$ cat src/capture_compare_pkg.sv
package capture_compare_pkg;

  // ----------------------------------------------------------------
  // Register byte offsets
  // ----------------------------------------------------------------
  localparam logic [7:0] OFS_CONTROL      = 8'h00;
  localparam logic [7:0] OFS_STATUS       = 8'h04;
  localparam logic [7:0] OFS_COUNTER_LO   = 8'h08;
  localparam logic [7:0] OFS_COUNTER_HI   = 8'h0c;
  localparam logic [7:0] OFS_CAPTURE_LO   = 8'h10;
  localparam logic [7:0] OFS_CAPTURE_HI   = 8'h14;
  localparam logic [7:0] OFS_COMPARE_A_LO = 8'h18;
  localparam logic [7:0] OFS_COMPARE_A_HI = 8'h1c;
  localparam logic [7:0] OFS_COMPARE_B_LO = 8'h20;
  localparam logic [7:0] OFS_COMPARE_B_HI = 8'h24;

  // ----------------------------------------------------------------
  // Control register fields
  // ----------------------------------------------------------------
  localparam int CTL_MODE_LSB      = 0;
  localparam int CTL_FILTER_BIT    = 4;
  localparam int CTL_EDGE_BIT      = 5;
  localparam int CTL_COMP_SEL_BIT  = 6;
  localparam int CTL_OUT_MODE_LSB  = 8;
  localparam int CTL_CMP_IRQ_LSB   = 12;
  localparam int CTL_CAP_IRQ_BIT   = 14;
  localparam logic [31:0] CONTROL_RESET = 32'h0000_0000;

  // ----------------------------------------------------------------
  // Status register fields
  // ----------------------------------------------------------------
  localparam int STS_CAP_FLAG_BIT  = 0;
  localparam int STS_CMP_FLAG_LSB  = 1;
  localparam int STS_FORCE_LSB     = 4;
  localparam int STS_OC_LSB        = 8;

  // ----------------------------------------------------------------
  // Timing and fixed values
  // ----------------------------------------------------------------
  localparam int          FILTER_SAMPLES = 4;
  localparam logic [15:0] COUNT_MAX      = 16'hffff;
  localparam logic [15:0] TOP_8BIT       = 16'h00ff;
  localparam logic [15:0] TOP_9BIT       = 16'h01ff;
  localparam logic [15:0] TOP_10BIT      = 16'h03ff;
  localparam logic [1:0]  RESP_OKAY      = 2'b00;
  localparam logic [1:0]  RESP_SLVERR    = 2'b10;

  typedef enum logic [1:0] {
    out_none,
    out_toggle,
    out_clear,
    out_set
  } output_mode_type;

  function automatic logic mode_is_pwm(input logic [3:0] m);
    return !(m == 4'd0 || m == 4'd4 || m == 4'd12 || m == 4'd13);
  endfunction : mode_is_pwm

  function automatic logic top_from_capture(input logic [3:0] m);
    return (m == 4'd8 || m == 4'd10 || m == 4'd12 || m == 4'd14);
  endfunction : top_from_capture

  function automatic logic top_from_compare_a(input logic [3:0] m);
    return (m == 4'd4 || m == 4'd9 || m == 4'd11 || m == 4'd15);
  endfunction : top_from_compare_a

endpackage : capture_compare_pkg

$ cat src/timer16_capture_compare.sv
// Summary of operation
// - Filter on: capture reacts four system clocks later than unfiltered.
// - Filter and edge input active except when capture register sets top.
// - Software driving the capture pin port produces captures too.
// - Filter output changes only after four equal consecutive samples.
// - Filter enable bit in control register; clear means bypass.
// - Filter samples on system clock, independent of prescaler.
// - Every capture overwrites the capture register unconditionally.
// - Compare counter with compare register; flag set on next timer tick.
// - Enabled flag requests interrupt; clears on service or write one.
// - Compare A can be the counter top value.
// - PWM modes double-buffer compare, updated at top; others unbuffered.
// - Buffered: CPU reaches buffer; unbuffered: active compare register.
// - Compare reads return both bytes directly, no temporary register.
// - High byte into temp; low write copies temp to upper byte.
// - Force strobe in non-PWM updates output only, no flag, no reload.
// - Counter write blocks compare matches in the next timer tick.
// - Counter written to variable top misses top, runs to 0xffff.
// - Compare output state kept across waveform mode changes.
// - Output mode bits unbuffered, effective immediately.
// - Capture edge copies counter and sets flag in same cycle.
// - Select bit switches capture source to comparator output.
// - Capture low read latches high byte into temp for later read.
//
// Decided for this implementation: the address map and the AXI4-Lite slave port.
`timescale 1ns/1ps
module timer16_capture_compare
  import capture_compare_pkg::*;
#(
  parameter int FILTER_LEN = capture_compare_pkg::FILTER_SAMPLES
) (
  input  wire logic        aclk,
  input  wire logic        aresetn,
  input  wire logic        awvalid,
  output logic             awready,
  input  wire logic [7:0]  awaddr,
  input  wire logic        wvalid,
  output logic             wready,
  input  wire logic [31:0] wdata,
  input  wire logic [3:0]  wstrb,
  output logic             bvalid,
  input  wire logic        bready,
  output logic [1:0]       bresp,
  input  wire logic        arvalid,
  output logic             arready,
  input  wire logic [7:0]  araddr,
  output logic             rvalid,
  input  wire logic        rready,
  output logic [31:0]      rdata,
  output logic [1:0]       rresp,
  input  wire logic        timer_tick,
  input  wire logic        capture_pin,
  input  wire logic        comparator_output,
  input  wire logic        capture_irq_ack,
  input  wire logic [1:0]  compare_irq_ack,
  output logic             capture_irq,
  output logic [1:0]       compare_irq,
  output logic [1:0]       compare_output_state
);
  import capture_compare_pkg::*;

  if (FILTER_LEN < 2 || FILTER_LEN > 16) begin : g_bad_filter_len
    $error("FILTER_LEN out of range");
  end

  // ----------------------------------------------------------------
  // Bus slave
  // ----------------------------------------------------------------
  logic        aw_have_q, w_have_q, aw_have_d, w_have_d, bvalid_d, rvalid_d;
  logic [7:0]  aw_addr_q;
  logic [31:0] w_data_q;
  logic [3:0]  w_strb_q;
  logic        wr_fire, rd_take;
  logic [31:0] rd_word;
  logic        rd_mapped, wr_mapped;
  logic        awready_q, wready_q, bvalid_q, arready_q, rvalid_q;
  logic [1:0]  bresp_q, rresp_q;
  logic [31:0] rdata_q;

  assign wr_fire = aw_have_q && w_have_q && !bvalid_q;
  assign rd_take = arvalid && arready_q;
  assign wr_mapped = (aw_addr_q[1:0] == 2'b00) && (aw_addr_q <= OFS_COMPARE_B_HI);
  assign rd_mapped = (araddr[1:0] == 2'b00) && (araddr <= OFS_COMPARE_B_HI);

  always_comb begin
    aw_have_d = aw_have_q;
    w_have_d  = w_have_q;
    bvalid_d  = bvalid_q;
    rvalid_d  = rvalid_q;
    if (awvalid && awready_q) begin
      aw_have_d = 1'b1;
    end
    if (wvalid && wready_q) begin
      w_have_d = 1'b1;
    end
    if (bvalid_q && bready) begin
      bvalid_d = 1'b0;
    end
    if (wr_fire) begin
      aw_have_d = 1'b0;
      w_have_d  = 1'b0;
      bvalid_d  = 1'b1;
    end
    if (rvalid_q && rready) begin
      rvalid_d = 1'b0;
    end
    if (rd_take) begin
      rvalid_d = 1'b1;
    end
  end

  always_ff @(posedge aclk) begin
    if (!aresetn) begin
      aw_have_q <= 1'b0;
      w_have_q  <= 1'b0;
      aw_addr_q <= 8'h00;
      w_data_q  <= 32'h0000_0000;
      w_strb_q  <= 4'h0;
      awready_q <= 1'b0;
      wready_q  <= 1'b0;
      bvalid_q  <= 1'b0;
      bresp_q   <= RESP_OKAY;
      arready_q <= 1'b0;
      rvalid_q  <= 1'b0;
      rresp_q   <= RESP_OKAY;
      rdata_q   <= 32'h0000_0000;
    end else begin
      aw_have_q <= aw_have_d;
      w_have_q  <= w_have_d;
      bvalid_q  <= bvalid_d;
      rvalid_q  <= rvalid_d;
      awready_q <= !aw_have_d && !bvalid_d;
      wready_q  <= !w_have_d && !bvalid_d;
      arready_q <= !rvalid_d;
      if (awvalid && awready_q) begin
        aw_addr_q <= awaddr;
      end
      if (wvalid && wready_q) begin
        w_data_q <= wdata;
        w_strb_q <= wstrb;
      end
      if (wr_fire) begin
        bresp_q <= wr_mapped ? RESP_OKAY : RESP_SLVERR;
      end
      if (rd_take) begin
        rdata_q <= rd_mapped ? rd_word : 32'h0000_0000;
        rresp_q <= rd_mapped ? RESP_OKAY : RESP_SLVERR;
      end
    end
  end

  assign awready = awready_q;
  assign wready  = wready_q;
  assign bvalid  = bvalid_q;
  assign bresp   = bresp_q;
  assign arready = arready_q;
  assign rvalid  = rvalid_q;
  assign rdata   = rdata_q;
  assign rresp   = rresp_q;

  // Byte registers need lane 0; other lanes alone are ignored
  logic wr_byte;
  assign wr_byte = wr_fire && w_strb_q[0];

  function automatic logic wr_at(input logic [7:0] a, input logic [7:0] ofs);
    return a == ofs;
  endfunction : wr_at

  // ----------------------------------------------------------------
  // Control register
  // ----------------------------------------------------------------
  logic [31:0] control_q;
  logic [3:0]  mode;
  logic        pwm;
  logic [1:0]  out_mode [2];

  always_ff @(posedge aclk) begin
    if (!aresetn) begin
      control_q <= CONTROL_RESET;
    end else if (wr_fire && wr_at(aw_addr_q, OFS_CONTROL)) begin
      for (int b = 0; b < 4; b++) begin
        if (w_strb_q[b]) begin
          control_q[8*b +: 8] <= w_data_q[8*b +: 8];
        end
      end
    end
  end

  assign mode        = control_q[CTL_MODE_LSB +: 4];
  assign pwm         = mode_is_pwm(mode);
  assign out_mode[0] = control_q[CTL_OUT_MODE_LSB +: 2];
  assign out_mode[1] = control_q[CTL_OUT_MODE_LSB + 2 +: 2];

  // ----------------------------------------------------------------
  // Shared high-byte temporary and counter
  // ----------------------------------------------------------------
  logic [7:0]  temp_q;
  logic [15:0] counter_q, capture_q, top_value;
  logic [15:0] cmp_act_q [2];
  logic [15:0] cmp_buf_q [2];
  logic        block_q, counter_wr, top_hit, tick_live;

  assign counter_wr = wr_byte && wr_at(aw_addr_q, OFS_COUNTER_LO);

  always_ff @(posedge aclk) begin
    if (!aresetn) begin
      temp_q <= 8'h00;
    end else if (wr_byte && (wr_at(aw_addr_q, OFS_COUNTER_HI) || wr_at(aw_addr_q, OFS_CAPTURE_HI) ||
                 wr_at(aw_addr_q, OFS_COMPARE_A_HI) || wr_at(aw_addr_q, OFS_COMPARE_B_HI))) begin
      temp_q <= w_data_q[7:0];
    end else if (rd_take && araddr == OFS_CAPTURE_LO) begin
      temp_q <= capture_q[15:8];
    end else if (rd_take && araddr == OFS_COUNTER_LO) begin
      temp_q <= counter_q[15:8];
    end
  end

  always_comb begin
    if (top_from_compare_a(mode)) begin
      top_value = cmp_act_q[0];
    end else if (top_from_capture(mode)) begin
      top_value = capture_q;
    end else if (mode == 4'd1 || mode == 4'd5) begin
      top_value = TOP_8BIT;
    end else if (mode == 4'd2 || mode == 4'd6) begin
      top_value = TOP_9BIT;
    end else if (mode == 4'd3 || mode == 4'd7) begin
      top_value = TOP_10BIT;
    end else begin
      top_value = COUNT_MAX;
    end
  end

  // Blocked tick keeps counting past a written top value
  assign tick_live = timer_tick && !block_q;
  assign top_hit   = tick_live && (counter_q == top_value);

  always_ff @(posedge aclk) begin
    if (!aresetn) begin
      counter_q <= 16'h0000;
      block_q   <= 1'b0;
    end else if (counter_wr) begin
      counter_q <= {temp_q, w_data_q[7:0]};
      block_q   <= 1'b1;
    end else if (timer_tick) begin
      counter_q <= top_hit ? 16'h0000 : counter_q + 16'h0001;
      block_q   <= 1'b0;
    end
  end

  // ----------------------------------------------------------------
  // Capture front end
  // ----------------------------------------------------------------
  logic                  sample_q, filt_q, prev_q, level, cap_event;
  logic [FILTER_LEN-2:0] hist_q;
  logic [FILTER_LEN-1:0] window;
  logic                  cap_flag_q, cap_irq_q;

  // Pin is sampled as is, so a port-driven level captures as well
  always_ff @(posedge aclk) begin
    if (!aresetn) begin
      sample_q <= 1'b0;
      hist_q   <= '0;
      filt_q   <= 1'b0;
      prev_q   <= 1'b0;
    end else begin
      sample_q <= control_q[CTL_COMP_SEL_BIT] ? comparator_output : capture_pin;
      hist_q   <= window[FILTER_LEN-2:0];
      if (&window) begin
        filt_q <= 1'b1;
      end else if (~|window) begin
        filt_q <= 1'b0;
      end
      prev_q <= level;
    end
  end

  assign window = {hist_q, sample_q};
  // Filtered path lags the bypass by exactly FILTER_LEN clocks
  assign level  = control_q[CTL_FILTER_BIT] ? filt_q : sample_q;
  assign cap_event = !top_from_capture(mode) &&
                     (control_q[CTL_EDGE_BIT] ? (level && !prev_q) : (!level && prev_q));

  always_ff @(posedge aclk) begin
    if (!aresetn) begin
      capture_q <= 16'h0000;
    end else if (cap_event) begin
      capture_q <= counter_q;
    end else if (wr_byte && wr_at(aw_addr_q, OFS_CAPTURE_LO) && top_from_capture(mode)) begin
      capture_q <= {temp_q, w_data_q[7:0]};
    end
  end

  // Set beats a simultaneous clear or acknowledge
  always_ff @(posedge aclk) begin
    if (!aresetn) begin
      cap_flag_q <= 1'b0;
      cap_irq_q  <= 1'b0;
    end else begin
      if (cap_event) begin
        cap_flag_q <= 1'b1;
      end else if (capture_irq_ack ||
                   (wr_fire && wr_at(aw_addr_q, OFS_STATUS) && w_strb_q[0] && w_data_q[STS_CAP_FLAG_BIT])) begin
        cap_flag_q <= 1'b0;
      end
      cap_irq_q <= cap_flag_q && control_q[CTL_CAP_IRQ_BIT];
    end
  end

  // ----------------------------------------------------------------
  // Compare channels
  // ----------------------------------------------------------------
  logic [1:0] cmp_flag_q, cmp_irq_q, oc_q;
  logic [7:0] cmp_lo_ofs [2];
  assign cmp_lo_ofs[0] = OFS_COMPARE_A_LO;
  assign cmp_lo_ofs[1] = OFS_COMPARE_B_LO;

  always_ff @(posedge aclk) begin
    if (!aresetn) begin
      for (int i = 0; i < 2; i++) begin
        cmp_act_q[i] <= 16'h0000;
        cmp_buf_q[i] <= 16'h0000;
      end
    end else begin
      for (int i = 0; i < 2; i++) begin
        if (wr_byte && wr_at(aw_addr_q, cmp_lo_ofs[i])) begin
          if (pwm) begin
            cmp_buf_q[i] <= {temp_q, w_data_q[7:0]};
          end else begin
            cmp_act_q[i] <= {temp_q, w_data_q[7:0]};
          end
        end else if (pwm && top_hit) begin
          cmp_act_q[i] <= cmp_buf_q[i];
        end
      end
    end
  end

  logic [1:0] force_req, match_hit, flag_clr;
  assign force_req = (wr_fire && wr_at(aw_addr_q, OFS_STATUS) && w_strb_q[0] && !pwm) ?
                     w_data_q[STS_FORCE_LSB +: 2] : 2'b00;
  assign flag_clr  = (wr_fire && wr_at(aw_addr_q, OFS_STATUS) && w_strb_q[0]) ?
                     w_data_q[STS_CMP_FLAG_LSB +: 2] : 2'b00;

  always_comb begin
    for (int i = 0; i < 2; i++) begin
      match_hit[i] = tick_live && (counter_q == cmp_act_q[i]);
    end
  end

  always_ff @(posedge aclk) begin
    if (!aresetn) begin
      cmp_flag_q <= 2'b00;
      cmp_irq_q  <= 2'b00;
    end else begin
      for (int i = 0; i < 2; i++) begin
        if (match_hit[i]) begin
          cmp_flag_q[i] <= 1'b1;
        end else if (compare_irq_ack[i] || flag_clr[i]) begin
          cmp_flag_q[i] <= 1'b0;
        end
        cmp_irq_q[i] <= cmp_flag_q[i] && control_q[CTL_CMP_IRQ_LSB + i];
      end
    end
  end

  // Output state only changes on its own events, never on mode switch
  always_ff @(posedge aclk) begin
    if (!aresetn) begin
      oc_q <= 2'b00;
    end else begin
      for (int i = 0; i < 2; i++) begin
        if (!pwm && (match_hit[i] || force_req[i])) begin
          unique case (output_mode_type'(out_mode[i]))
            out_none:   oc_q[i] <= oc_q[i];
            out_toggle: oc_q[i] <= !oc_q[i];
            out_clear:  oc_q[i] <= 1'b0;
            out_set:    oc_q[i] <= 1'b1;
          endcase
        end else if (pwm && match_hit[i] && out_mode[i][1]) begin
          oc_q[i] <= out_mode[i][0];
        end else if (pwm && top_hit && out_mode[i][1]) begin
          oc_q[i] <= !out_mode[i][0];
        end
      end
    end
  end

  assign capture_irq          = cap_irq_q;
  assign compare_irq          = cmp_irq_q;
  assign compare_output_state = oc_q;

  // ----------------------------------------------------------------
  // Read mux
  // ----------------------------------------------------------------
  always_comb begin
    rd_word = 32'h0000_0000;
    unique case (araddr)
      OFS_CONTROL:      rd_word = control_q;
      OFS_STATUS:       rd_word = {22'h0, oc_q, 5'h0, cmp_flag_q, cap_flag_q};
      OFS_COUNTER_LO:   rd_word = {24'h0, counter_q[7:0]};
      OFS_COUNTER_HI:   rd_word = {24'h0, temp_q};
      OFS_CAPTURE_LO:   rd_word = {24'h0, capture_q[7:0]};
      OFS_CAPTURE_HI:   rd_word = {24'h0, temp_q};
      OFS_COMPARE_A_LO: rd_word = {24'h0, pwm ? cmp_buf_q[0][7:0] : cmp_act_q[0][7:0]};
      OFS_COMPARE_A_HI: rd_word = {24'h0, pwm ? cmp_buf_q[0][15:8] : cmp_act_q[0][15:8]};
      OFS_COMPARE_B_LO: rd_word = {24'h0, pwm ? cmp_buf_q[1][7:0] : cmp_act_q[1][7:0]};
      OFS_COMPARE_B_HI: rd_word = {24'h0, pwm ? cmp_buf_q[1][15:8] : cmp_act_q[1][15:8]};
      default:          rd_word = 32'h0000_0000;
    endcase
  end

endmodule : timer16_capture_compare

$ cat config.mk
export PLATFORM = sky130hd
export DESIGN_NAME = timer16_capture_compare
export DESIGN_NICKNAME = d
export VERILOG_FILES = /design/src/capture_compare_pkg.sv /design/src/timer16_capture_compare.sv
export SDC_FILE = /design/constraint.sdc
export NUM_CORES = 1
export LEC_CHECK = 0
export BUFFER_PORTS_ARGS = -buffer_cell sky130_fd_sc_hd__buf_4
export CAP_MARGIN = 25
export CORE_ASPECT_RATIO = 1.5
export CORE_UTILIZATION = 54
export DETAILED_ROUTE_END_ITERATION = 12
export PLACE_DENSITY = 0.73
export SLEW_MARGIN = 20
export SYNTH_ARGS = -nofsm -noshare
export SYNTH_HDL_FRONTEND = slang
export SYNTH_SLANG_ARGS = --single-unit
export TNS_END_PERCENT = 1
$ cat constraint.sdc
create_clock -name aclk -period 3.1 [get_ports aclk]
set_clock_uncertainty 0.1 [all_clocks]
set_input_delay 0.465 -clock aclk [delete_from_list [all_inputs] [get_ports aclk]]
set_output_delay 0.465 -clock aclk [all_outputs]
set_load 0.02 [all_outputs]
==> results.cfg <==
[worst_setup_path]
cp-start-kind = register
cp.arrival_ns = 3.40
worstSetupEndpointType = register
rr_startpoint = control_q[3]$_SDFFE_PN0P_
worstSetupStartpoint = control_q[3]$_SDFFE_PN0P_
critPathKind = register to register
required_ns = 3.22
crit_fanout = 8

[job]
maxCapViolations = 0

[sta]
hold_viol_final = 0
fin_crit_sh = 1.059
worst_slew_pin_slew_ns = 0.7764
setup_viol = 34
tns_ns = -3.008
finalCriticalPeriod_ns = 3.283
setup_slack_ns = -0.1826
whs_ns = 0.1148
rsz0062_at_grt = true
fmax_mhz = 304.6
slew_violations = 0
slew_headroom = 0.4808

[power_and_ir_drop]
power_mw = 6.471
power_density_nw_per_um2 = 440.3
ir_drop_uv = 451.8
power.leakage_nw = 5.864

[detailed_routing]
drtPass1Iterations = 7
ant_nets = 0
wire_per_inst_um = 22.75
drt-initial-drc-count = 819
dr_total_vias = 10817
drc = 0
routed_wirelength_mm = 39.86
vias_per_cell = 6.174

[worst_hold_path]
holdCritPathClass = primary input to register
hp-start = awaddr[2]

[clock_network]
clock_latency_ns = 0.51
clk_pin_slew_ns = 0.07
ctsHtreeMaxLevel = 1
root_buffer = clkbuf_16
cts_tree = yes
cts_made_buffers = 22
cts_hold_buf = 0
clock-sinks = 236
postCtsSetupRepairBufs = 0
cts_max_path_buffers = 3

[layout]
area_growth_pct = 20.76
fin_nets = 1530
nFillCells = 1785
fin_cells = 1752
multiInputGateArea_um2 = 6330
diodes = 0
drive_gt1_frac = 0.2054
finish.instance_area_um2 = 14700
final_core_util = 0.6715
regArea_um2 = 5378

[yosys]
synth_ff_type = dfxtp_1
synthCells = 1319
synth_seq_area_share = 0.4409
async_flop_share = 0
synth_most_common_cell = nand2_1
yosysTopAreaCellShare = 0.2830
syn_area_per_cell_um2 = 9.226
yosysUniqueCellTypes = 80
synthTopCellsByCount = 193 x nand2_1, 172 x dfxtp_1, 93 x mux2i_1
ys_top_cells_by_area = dfxtp_1 28%, edfxtp_1 16%, mux2i_1 7.6%
synth_edf_count = 64
synth-seq-cells = 236
syn_area_um2 = 12170
ys_warn_count = 0
synth_top_cell_by_area = dfxtp_1

[global_routing]
grt_max_degree = 193
gr-total-overflow = 0
grt_pass1_wl_mm = 60.35
grt_pass1_vias = 10458
antenna_found_initial = 0
grtUsageTotal = 0.3384

[die]
die_w_um = 124.6
ios = 111
core_um2 = 21880
start_util = 0.5561
rows = 66
die-area_um2 = 23150
die_h_um = 185.9

[run_status]
violations = negative setup slack
run_status = finished, violations left

[placed_design]
port_buffers = 108
dp_hpwl_mm = 28.91
pre_cts_ws_ns = -0.2092
dp.cells = 1711
gp_congestion = 0.9972
place_area_um2 = 13860
-- worst max-delay path, stage by stage, from the launching register on --
cell	delay (ns)
dfxtp_4	0.37
buf_4	0.14
or4b_1	0.52
a211o_1	0.28
o211ai_1	0.14
nand2_1	0.15
a2111oi_4	0.22
buf_4	0.17
nand3_2	0.10
or3_1	0.33
o211ai_1	0.22
clkbuf_16	0.25
-- kinds of logic after synthesis --
group,Yosys count,synth area share
AOI/OAI and AO/OA,321,0.1921
xor gates and xnor gates,38,0.02735
adders and majority gates,1,0.001028
buffers and inverters,133,0.04647
DFF,236,0.4409
muxes,94,0.07742
other,1,0.0003082
and+or+nand+nor,495,0.2145
-- per-layer routing --
layer | routed length (um) | share of wire | vias to the layer above | global-route usage
li1 | - | - | 5028 | -
met1 | 14610 | 0.37 | 5150 | 0.3693
met2 | 19050 | 0.48 | 485 | 0.5841
met3 | 2802 | 0.070 | 154 | 0.06352
met4 | 3390 | 0.085 | 0 | 0.2573
met5 | 0 | 0 | - | 0
-- layout make-up --
class | instances | share of cell area
multi-input cells | 951 | 0.4307
flip-flops and latches | 236 | 0.3659
repair buffers | 227 | 0.1242
clock buffers | 33 | 0.04521
well taps | 272 | 0.02316
inverters | 26 | 0.006641
clock inverters | 7 | 0.004087
-- power by group --
part           total (mW)  leakage [nW]  internal, mW  switching (mW)
Clock                2.73         0.356          1.57            1.16
Combinational       0.411          3.45         0.190           0.221
Sequential           3.33          2.06          3.24          0.0914
-- layout by cell type (no fill, tap or decap), drive strengths merged, types with 7 or more instances in the layout --
cell type  synthesis  routed
xor2              11      11
inv               26      27
nor2b             71      71
nor2              40      40
nand2            193     193
nand2b            17      17
a22oi             29      29
edfxtp            64      64
nor4              13      13
mux2i             93      93
dfxtp            172     172
a211o              7       7
and3              16      16
nor3              18      18
clkbuf            83      34
buf               24     226
o211a             16      16
a22o              18      18
a21boi            63      63
a21oi             49      49
and2              32      32
nand3             31      31
nand4             15      15
a221o              7       7
xnor2             27      27
a31oi             12      12
o21ai             46      46
nor3b             20      20
a221oi             9       9
o211ai             8       8
-- path summary, 6_finish.rpt --
path,to,slack [ns],depth (start not counted)
worst max register to register,cmp_act_q[1][4]$_DFFE_PP_,-0.18,11
worst max-delay path,cmp_act_q[1][4]$_DFFE_PP_,-0.18,11
worst min-delay path,aw_addr_q[2]$_SDFFE_PN0P_,0.11,3
worst min register to register,w_data_q[29]$_SDFFE_PN0P_,0.36,2
-- repair_timing --
item / in CTS / in global routing
gates cloned: 0 / 1
resized for setup: 6 / 16
pin swaps: 0 / 6
endpoints found under the setup margin: 64 / 65
-- flip-flops by register name, indices dropped and copies added (netlist names), 2 cells and up --
| name | count |
|---|---|
| cmp_buf_q | 32 |
| hist_q | 3 |
| w_data_q | 32 |
| compare_irq | 2 |
| cmp_flag_q | 2 |
| counter_q | 16 |
| compare_output_state | 2 |
| aw_addr_q | 8 |
| temp_q | 8 |
| rdata | 32 |
| cmp_act_q | 32 |
| control_q | 32 |
| w_strb_q | 4 |
| capture_q | 16 |
Note: power is estimated with default switching activity, not from simulation.
